[src/design/hisk_map.vh]
// Constants for the host I/O select, interrupt and skip port.
// Included by hisk_port.v only; holds definitions and nothing else.
`ifndef HISK_MAP_VH
`define HISK_MAP_VH

// Wishbone word offsets (byte addresses)
`define HISK_OFS_CTRL 8'h00
`define HISK_OFS_STATUS 8'h04
`define HISK_OFS_MASK 8'h08
`define HISK_OFS_FLAGS 8'h0c
`define HISK_OFS_CTLW1 8'h10
`define HISK_OFS_CTLW2 8'h14
`define HISK_OFS_CHARBUF 8'h18

// CTRL fields
`define HISK_CTRL_GRP_LSB 0
`define HISK_CTRL_GRP_MSB 3
// Group field 10 (binary 1000) answers device codes 40 to 43
`define HISK_CTRL_RESET 4'h8

// STATUS and MASK bits (same layout)
`define HISK_EV_XMIT 0
`define HISK_EV_RECV 1
`define HISK_EV_HOSTWR 2
`define HISK_EV_PCLR 3
`define HISK_EV_W 4
`define HISK_MASK_RESET 4'h0

// FLAGS bits
`define HISK_FL_XMIT 0
`define HISK_FL_RECV 1
`define HISK_FL_SRV 2
`define HISK_FL_IRQ 3

// Memory buffer positions, bit 0 being the least significant of twelve
`define HISK_MB_GRP_MSB 8
`define HISK_MB_GRP_LSB 5
`define HISK_MB_SUB_MSB 4
`define HISK_MB_SUB_LSB 3

// Sub-codes within the group of four device codes
`define HISK_SUB_CW1 2'h0
`define HISK_SUB_CW2 2'h1
`define HISK_SUB_IRQ 2'h2
`define HISK_SUB_BUF 2'h3

// Accumulator bits tested by skip under mask
`define HISK_AC_MASK_XMIT 0
`define HISK_AC_MASK_RECV 1

`endif

[src/design/hisk_port.v]
// Host I/O port: device select decode, control word access, character
// buffer, transmit/receive interrupt flags, skip and the extended
// accumulator bus. Host pins are asynchronous to sys_clk and are synced
// here; the line-side strobes come from logic on sys_clk. Software
// reaches the registers over classic Wishbone.
//
// Operation
// [RQ1] Select field is memory buffer bits 3-6 during an I/O transfer.
// [RQ2] Four consecutive device codes share the field; each has a select.
// [RQ3] Decode separates first control word from second control word.
// [RQ4] Every character transfer with the buffer sets the service flag.
// [RQ5] Service flag sets transmit or receive flag, raising the request.
// [RQ6] Host interrupts only while its interrupt system is enabled.
// [RQ7] Identifying instruction for the interrupting device asserts skip.
// [RQ8] Software clears the flag; an I/O instruction does the clearing.
// [RQ9] Skip under mask is produced through extended accumulator gating; the code instead forms it from host AC bits 0 and 1 and the flags.
// [RQ10] Extended bus is inverted onto host accumulator inputs.
// [RQ11] Other bus users supply their own enable term and bus gates.
// [RQ12] Read-buffer ORs buffer contents into the host accumulator.
// [RQ13] Clear-buffer clears the buffer; write-buffer loads it from AC.
// [RQ14] Interrupt flags stay set until instruction or power clear.
//
// The register offsets and register access over Wishbone are this design's own decisions.
`timescale 1ns/1ps
`include "hisk_map.vh"

module hisk_port #(
    parameter WORD_W = 12,
    parameter CHAR_W = 8
) (
    // Clock, reset, enable
    input wire sys_clk,
    input wire reset,
    input wire clkEn,
    // Wishbone slave
    input wire wb_cyc_i,
    input wire wb_stb_i,
    input wire wb_we_i,
    input wire [7:0] wb_adr_i,
    input wire [3:0] wb_sel_i,
    input wire [31:0] wb_dat_i,
    output reg [31:0] wb_dat_o,
    output reg wb_ack_o,
    output reg wbIrq,
    // Host I/O bus pins
    input wire [WORD_W-1:0] memBuf,
    input wire ioTransferInstr,
    input wire ioPulseOne,
    input wire ioPulseTwo,
    input wire ioPulseFour,
    input wire hostPowerClear,
    input wire [WORD_W-1:0] hostAccumOut,
    output reg [WORD_W-1:0] hostAccumInN,
    output reg hostAccumOe,
    output reg skipLine,
    output reg irqLine,
    // Shared extended accumulator bus from other devices
    input wire [WORD_W-1:0] extAccumIn,
    input wire extGateReq,
    // Line adaptor side, same clock
    input wire charXferStrobe,
    input wire charXferToLine,
    input wire [CHAR_W-1:0] lineCharIn,
    output reg [CHAR_W-1:0] bufCharOut
);

    localparam PIN_W = 3 * WORD_W + 6;

    // Host pins are bundled so one two-stage synchroniser covers them
    wire [PIN_W-1:0] pinRaw;
    reg [PIN_W-1:0] pinMeta_reg;
    reg [PIN_W-1:0] pinSync_reg;
    reg [2:0] pulsePrev_reg;

    reg [3:0] groupSel_reg;
    reg [WORD_W-1:0] ctlWord1_reg;
    reg [WORD_W-1:0] ctlWord2_reg;
    reg [CHAR_W-1:0] charBuf_reg;
    reg charServiceFlag_reg;
    reg serviceToLine_reg;
    reg xmitIrqFlag_reg;
    reg recvIrqFlag_reg;
    reg [`HISK_EV_W-1:0] status_reg;
    reg [`HISK_EV_W-1:0] mask_reg;
    reg pclrPrev_reg;

    wire [WORD_W-1:0] mbS;
    wire iotS;
    wire p1S;
    wire p2S;
    wire p4S;
    wire pclrS;
    wire [WORD_W-1:0] accS;
    wire [WORD_W-1:0] extS;
    wire extEnS;
    wire p1Rise;
    wire p2Rise;
    wire p4Rise;
    wire selCw1;
    wire selCw2;
    wire selIrq;
    wire selBuf;
    wire busReq;
    wire busWr;
    wire busRd;
    wire [`HISK_EV_W-1:0] evSet;
    wire [CHAR_W-1:0] accChar;

    reg [WORD_W-1:0] extAccumBus;
    reg extBusGateEnable;
    reg skipNext;
    reg [31:0] rdData;

    assign pinRaw = {memBuf, ioTransferInstr, ioPulseOne, ioPulseTwo,
        ioPulseFour, hostPowerClear, hostAccumOut, extAccumIn, extGateReq};
    assign {mbS, iotS, p1S, p2S, p4S, pclrS, accS, extS, extEnS} =
        pinSync_reg;

    // Device code match for one of the four codes of the group
    function devHit;
        input io_transfer_instr;
        input [WORD_W-1:0] mb;
        input [3:0] grp;
        input [1:0] sub;
        begin
            devHit = io_transfer_instr &&
                mb[`HISK_MB_GRP_MSB:`HISK_MB_GRP_LSB] == grp &&
                mb[`HISK_MB_SUB_MSB:`HISK_MB_SUB_LSB] == sub;
        end
    endfunction

    assign selCw1 = devHit(iotS, mbS, groupSel_reg, `HISK_SUB_CW1);
    // see [RQ1]
    assign selCw2 = devHit(iotS, mbS, groupSel_reg, `HISK_SUB_CW2);
    // see [RQ2] see [RQ3]
    assign selIrq = devHit(iotS, mbS, groupSel_reg, `HISK_SUB_IRQ);
    assign selBuf = devHit(iotS, mbS, groupSel_reg, `HISK_SUB_BUF);

    // Loads and clears act on the synced rising edge of their pulse so a long pulse acts once
    assign p1Rise = p1S && !pulsePrev_reg[2];
    assign p2Rise = p2S && !pulsePrev_reg[1];
    assign p4Rise = p4S && !pulsePrev_reg[0];

    assign busReq = wb_cyc_i && wb_stb_i && !wb_ack_o;
    assign busWr = busReq && wb_we_i;
    assign busRd = busReq && !wb_we_i;
    assign accChar = accS[CHAR_W-1:0];

    assign evSet[`HISK_EV_XMIT] = charServiceFlag_reg && serviceToLine_reg;
    assign evSet[`HISK_EV_RECV] = charServiceFlag_reg && !serviceToLine_reg;
    assign evSet[`HISK_EV_HOSTWR] = selBuf && p4Rise;
    assign evSet[`HISK_EV_PCLR] = pclrS && !pclrPrev_reg;

    // Extended accumulator bus: wired-OR of every source that gates onto it
    always @* begin
        extAccumBus = {WORD_W{1'b0}};
        extBusGateEnable = 1'b0;
        if (selBuf && p1S) begin
            extAccumBus = extAccumBus | {{(WORD_W-CHAR_W){1'b0}},
                charBuf_reg}; // see [RQ12]
            extBusGateEnable = 1'b1;
        end
        if (selCw1 && p2S) begin
            extAccumBus = extAccumBus | ctlWord1_reg; // see [RQ3]
            extBusGateEnable = 1'b1;
        end
        if (selCw2 && p2S) begin
            extAccumBus = extAccumBus | ctlWord2_reg;
            extBusGateEnable = 1'b1;
        end
        if (extEnS) begin
            // Outside devices bring their own gate and enable term
            extAccumBus = extAccumBus | extS; // see [RQ11]
            extBusGateEnable = 1'b1;
        end
    end

    // Skip is held while the chosen pulse is high
    always @* begin
        skipNext = 1'b0;
        if (selIrq && p1S && (xmitIrqFlag_reg || recvIrqFlag_reg)) begin
            skipNext = 1'b1; // see [RQ7]
        end
        if (selCw1 && p1S &&
                ((accS[`HISK_AC_MASK_XMIT] && xmitIrqFlag_reg) ||
                (accS[`HISK_AC_MASK_RECV] && recvIrqFlag_reg))) begin
            skipNext = 1'b1; // see [RQ9]
        end
    end

    always @* begin
        rdData = 32'h0000_0000;
        if (wb_adr_i == `HISK_OFS_CTRL) begin
            rdData[3:0] = groupSel_reg;
        end else if (wb_adr_i == `HISK_OFS_STATUS) begin
            rdData[`HISK_EV_W-1:0] = status_reg;
        end else if (wb_adr_i == `HISK_OFS_MASK) begin
            rdData[`HISK_EV_W-1:0] = mask_reg;
        end else if (wb_adr_i == `HISK_OFS_FLAGS) begin
            rdData[`HISK_FL_XMIT] = xmitIrqFlag_reg;
            rdData[`HISK_FL_RECV] = recvIrqFlag_reg;
            rdData[`HISK_FL_SRV] = charServiceFlag_reg;
            rdData[`HISK_FL_IRQ] = irqLine;
        end else if (wb_adr_i == `HISK_OFS_CTLW1) begin
            rdData[WORD_W-1:0] = ctlWord1_reg;
        end else if (wb_adr_i == `HISK_OFS_CTLW2) begin
            rdData[WORD_W-1:0] = ctlWord2_reg;
        end else if (wb_adr_i == `HISK_OFS_CHARBUF) begin
            rdData[CHAR_W-1:0] = charBuf_reg;
        end
    end

    always @(posedge sys_clk or posedge reset) begin
        if (reset) begin
            pinMeta_reg <= {PIN_W{1'b0}};
            pinSync_reg <= {PIN_W{1'b0}};
            pulsePrev_reg <= 3'h0;
            pclrPrev_reg <= 1'b0;
        end else if (clkEn) begin
            pinMeta_reg <= pinRaw;
            pinSync_reg <= pinMeta_reg;
            pulsePrev_reg <= {p1S, p2S, p4S};
            pclrPrev_reg <= pclrS;
        end
    end

    // Wishbone slave: ack one cycle after the strobe, unmapped reads zero
    always @(posedge sys_clk or posedge reset) begin
        if (reset) begin
            wb_ack_o <= 1'b0;
            wb_dat_o <= 32'h0000_0000;
            groupSel_reg <= `HISK_CTRL_RESET;
            mask_reg <= `HISK_MASK_RESET;
        end else if (clkEn) begin
            wb_ack_o <= busReq;
            if (busRd) begin
                wb_dat_o <= rdData;
            end
            if (busWr && wb_sel_i[0]) begin
                if (wb_adr_i == `HISK_OFS_CTRL) begin
                    groupSel_reg <= wb_dat_i[3:0];
                end else if (wb_adr_i == `HISK_OFS_MASK) begin
                    mask_reg <= wb_dat_i[`HISK_EV_W-1:0];
                end
            end
        end
    end

    // Host side state: control words, buffer, service and interrupt flags
    always @(posedge sys_clk or posedge reset) begin
        if (reset) begin
            ctlWord1_reg <= {WORD_W{1'b0}};
            ctlWord2_reg <= {WORD_W{1'b0}};
            charBuf_reg <= {CHAR_W{1'b0}};
            charServiceFlag_reg <= 1'b0;
            serviceToLine_reg <= 1'b0;
            xmitIrqFlag_reg <= 1'b0;
            recvIrqFlag_reg <= 1'b0;
            status_reg <= {`HISK_EV_W{1'b0}};
        end else if (clkEn) begin
            if (selCw1 && p4Rise) begin
                ctlWord1_reg <= accS;
            end
            if (selCw2 && p4Rise) begin
                ctlWord2_reg <= accS;
            end
            // Buffer: power clear, then clear, then host write, then line
            if (pclrS || (selBuf && p2Rise)) begin
                charBuf_reg <= {CHAR_W{1'b0}}; // see [RQ13]
            end else if (selBuf && p4Rise) begin
                charBuf_reg <= accChar; // see [RQ13]
            end else if (charXferStrobe && !charXferToLine) begin
                charBuf_reg <= lineCharIn;
            end
            // Service flag lives one cycle, long enough to set its target
            charServiceFlag_reg <= charXferStrobe; // see [RQ4]
            if (charXferStrobe) begin
                serviceToLine_reg <= charXferToLine;
            end
            // A new character beats a clear issued in the same cycle
            if (evSet[`HISK_EV_XMIT]) begin
                xmitIrqFlag_reg <= 1'b1; // see [RQ5]
            end else if (pclrS || (selIrq && p2Rise)) begin
                xmitIrqFlag_reg <= 1'b0; // see [RQ8] see [RQ14]
            end
            if (evSet[`HISK_EV_RECV]) begin
                recvIrqFlag_reg <= 1'b1; // see [RQ5]
            end else if (pclrS || (selIrq && p4Rise)) begin
                recvIrqFlag_reg <= 1'b0; // see [RQ8] see [RQ14]
            end
            // Status is sticky, a read clears it, a new event wins
            if (busRd && wb_adr_i == `HISK_OFS_STATUS) begin
                status_reg <= evSet;
            end else begin
                status_reg <= status_reg | evSet;
            end
        end
    end

    // Registered pin drivers
    always @(posedge sys_clk or posedge reset) begin
        if (reset) begin
            hostAccumInN <= {WORD_W{1'b1}};
            hostAccumOe <= 1'b0;
            skipLine <= 1'b0;
            irqLine <= 1'b0;
            wbIrq <= 1'b0;
            bufCharOut <= {CHAR_W{1'b0}};
        end else if (clkEn) begin
            // Grounded-emitter style: a one pulls the host line low
            hostAccumInN <= ~extAccumBus; // see [RQ10]
            hostAccumOe <= extBusGateEnable; // see [RQ10]
            skipLine <= skipNext;
            // Enabling is the host's business; the request is raw
            irqLine <= xmitIrqFlag_reg || recvIrqFlag_reg; // see [RQ6]
            wbIrq <= |(status_reg & mask_reg);
            bufCharOut <= charBuf_reg;
        end
    end

endmodule // hisk_port

[config.mk]
export PLATFORM = sky130hd
export DESIGN_NAME = hisk_port
export DESIGN_NICKNAME = d
export VERILOG_FILES = /design/src/design/hisk_port.v
export VERILOG_INCLUDE_DIRS = /design/src /design/src/design
export SDC_FILE = /design/constraint.sdc
export NUM_CORES = 1
export LEC_CHECK = 0
export BUFFER_PORTS_ARGS = -buffer_cell sky130_fd_sc_hd__buf_2
export CAP_MARGIN = 20
export CORE_UTILIZATION = 38
export CTS_CLUSTER_SIZE = 40
export DETAILED_ROUTE_END_ITERATION = 7
export SYNTH_ARGS = -nofsm -noshare
export SYNTH_HDL_FRONTEND = slang
export SYNTH_SLANG_ARGS = --single-unit
[constraint.sdc]
create_clock -name sys_clk -period 14.91 [get_ports sys_clk]
set_input_delay 3.7275 -clock sys_clk [delete_from_list [all_inputs] [get_ports sys_clk]]
set_output_delay 3.7275 -clock sys_clk [all_outputs]
set_load 0.01 [all_outputs]
==> qor.yml <==
critical_path:
  path_delay_family: "simple AND/OR/NAND/NOR gates"
  r2r_slack_ns: 12.45
  critical_path_class: "in2reg"
  cp_max_fo: 19
  reg2reg_to: "charBuf_reg[5]"
  required_ns: 15.21
  end_kind: "flop"
  r2r_start: "pinSync_reg[33]"
  worst-path-buf-inv: 1
  arrival_ns: 5.83
  critPathLaunchType: "input pin"
  worst_r2r_path_depth: 4
  crit_chain: "buf_2 -> nor4_1 -> nand2_1 -> nor2_1 -> mux2_2"
  cp_slowest_cell: "nor4_1"
  critical_path.max_stage_delay_ns: 0.83
die:
  rows: 49
  start_util_pct: 39.4
  fp.dieH_um: 139
  die_w_um: 139
  io_pins: 159
  core_area_um2: 18200
  die_area_um2: 19400
sta:
  rsz0062_at_grt: "false"
  slew_headroom_pct: 34.8
  max_freq_ghz: 0.181
  slew_viol_final: 0
  period_share_pct: 37.1
  final-hold-violation-count: 0
  finClkSkew_ns: 0.00826
  setup_violations: 0
  fin_crit_ns: 5.53
  tightestPinTransition_ns: 0.977
  setup-tns-final_ns: 0
place:
  post_dp_cell_area_um2: 7790
  io_buffers: 101
  gp_congestion: 0.781
  dp_hpwl_um: 11200
synth:
  synthCells: 575
  synth_xor_area_share_pct: 0.489
  yosysSeqAreaShare_pct: 56.1
  avgSynthCellArea_um2: 12.5
  synth_area_um2: 7170
  synth-simple-area-share_pct: 7.18
  synth_top_family_by_area: "multiplexers"
  yosysWarnings: 0
  synthAdderAreaFrac_pct: 0
  synth_compound_area_share_pct: 9.15
  synth.area.mux_share_pct: 22.2
  synth.distinct_cells: 47
  yosys_register_bits: 160
clock_network:
  cts_tree: "done"
  ctsLongestPathBuffers: 2
  cts_max_level: 4
  cts_sinks: 160
  root_buffer: "clkbuf_16"
  cts-resized-gates: 0
  cts_setup_buffers: 0
  numCtsBuffers: 17
  clk_pin_slew_ns: 0.06
  ctsHoldBuffers: 0
  insertion_delay_ns: 0.42
hold_path:
  holdPathStages: 1
  min_from: "pclrPrev_reg"
  worstHoldEndpoint: "status_reg[3]"
  hold_path.class: "reg2reg"
route:
  wire_per_inst_um: 17.2
  route.detailed.drc: 0
  ant_nets: 0
  drt_wl_total_um: 15700
  vias_per_cell: 5.10
  drt_iter0_drc: 232
  drt_first_pass_iters: 4
  vias: 4645
finish:
  syn_to_final_growth_pct: 16.9
  nets: 770
  layout-drive-gt1-share_pct: 40.1
  fill_cells: 1661
  diodes: 0
  fin_area_um2: 8380
global_route:
  overflow: 0
  antenna_found_initial: 0
  track_usage_pct: 17.0
  grt_max_degree: 95
  grt_pass1_vias: 4740
  grt_pass1_wl_um: 25600
job:
  cap_viol_max_count: 0
pwr:
  power_density_nw_per_um2: 128
  ir_drop_v: 0.0000838
  p_leak_uw: 0.00389
run_status:
  status: "completed"
[routing by layer]
layer / track usage [%] / up-vias / share of wire [%]
met4: 5.20 / 0 / 1.1
met3: 4.75 / 14 / 5.2
met1: 23.6 / 2299 / 48
met2: 25.9 / 133 / 45
met5: 0 / - / 0
li1: - / 2199 / -
[cells by family after synthesis]
family                 count (synthesis)
AO/OA/AOI/OAI                         99
XOR/XNOR                               4
buffers and inverters                 70
flip-flops                           160
multiplexers                         140
other                                  1
AND/OR/NAND/NOR                      101
[where the power goes]
part	internal, µW	switching [µW]	leakage, µW	total [µW]
Clock	268	165	0.000294	433
Combinational	60.5	57.4	0.00161	118
Sequential	482	38.7	0.00198	520
Total	810	262	0.00389	1070
[layout make-up]
cell class / instances / area [µm²] / area share, %
well taps: 229 / 287 / 3.42
clock inverters: 6 / 80.1 / 0.956
clock buffers: 26 / 509 / 6.08
inverters: 21 / 83.8 / 1.00
repair buffers: 104 / 531 / 6.33
multi-input cells: 364 / 2870 / 34.2
flip-flops and latches: 160 / 4020 / 48.0
[cell usage in the layout (no fill, tap or decap), types with 8 or more instances in the layout]
cell type	netlist	routed
nor2_1	10	10
dfrtp_1	147	147
nand2_1	49	49
inv_1	21	20
buf_2	3	100
mux2i_1	20	20
conb_1	1	20
o22ai_1	8	8
a32o_1	8	8
o21ai_0	26	26
o2bb2ai_1	8	8
clkbuf_16	0	17
dfstp_2	13	13
a21oi_1	19	19
nor2b_1	9	9
mux2_4	10	10
mux2_2	110	110
[how the worst max path moves through the flow]
| stage | start | to | depth (start not counted) |
|---|---|---|---|
| 3_3_place_gp | wb_adr_i[2] | groupSel_reg[0] | 5 |
| 3_5_place_dp | wb_adr_i[2] | groupSel_reg[0] | 5 |
| 2_1_floorplan | reset | bufCharOut[0] | 1 |
| 6_report | wb_adr_i[2] | groupSel_reg[1] | 5 |
| 5_1_grt | wb_adr_i[2] | groupSel_reg[1] | 5 |
| 4_1_cts | wb_adr_i[2] | groupSel_reg[1] | 5 |
[cells in the mapped netlist (all sizes together)]
master | n | area [µm²]
nor3 | 2 | 10.0
a211o | 1 | 8.76
a21o | 1 | 7.51
inv | 21 | 78.8
o22ai | 8 | 50.1
or3 | 3 | 18.8
a22oi | 2 | 15.0
o21a | 1 | 7.51
buf | 27 | 188
nand4b | 1 | 8.76
o211ai | 4 | 30.0
o31ai | 4 | 30.0
o221ai | 5 | 43.8
dfrtp | 147 | 3680
and3 | 1 | 6.26
nand3 | 3 | 15.0
or2 | 2 | 12.5
or4 | 3 | 26.3
o22a | 4 | 35.0
nor2 | 10 | 37.5
dfstp | 13 | 342
nor2b | 9 | 56.3
a31oi | 7 | 43.8
o32ai | 1 | 8.76
mux2 | 120 | 1390
clkbuf | 22 | 82.6
nor4b | 1 | 15.0
or2b | 2 | 15.0
nand2b | 7 | 43.8
a32o | 8 | 80.1
and4 | 1 | 8.76
nor4 | 5 | 43.8
a21oi | 19 | 95.1
xnor2 | 4 | 35.0
nand2 | 50 | 190
nand4 | 1 | 6.26
o2bb2ai | 8 | 70.1
mux2i | 20 | 200
conb | 1 | 3.75
o21ai | 26 | 130
[metrics by stage]
stage | total power, µW | utilization, % | std cells | hold slack, ns | setup WS, ns
finish | 1070 | 46.0 | 910 | 0.462 | 9.38
global placement | 641 | 42.8 | 878 | 0.452 | 8.96
global route | 1120 | 46.0 | 910 | 0.502 | 9.12
detailed placement | 647 | 42.8 | 878 | 0.451 | 8.95
CTS | 1080 | 46.0 | 910 | 0.459 | 9.39
floorplan | 603 | - | 594 | 0.435 | 6.88
[worst reg2reg max path: cells and delay by family (launching register included)]
kind	cells	cell delay (ns)
and+or+nand+nor	2	0.66
DFF	1	0.88
AOI/OAI and AO/OA	2	0.78
(Power assumes the default switching activity.)
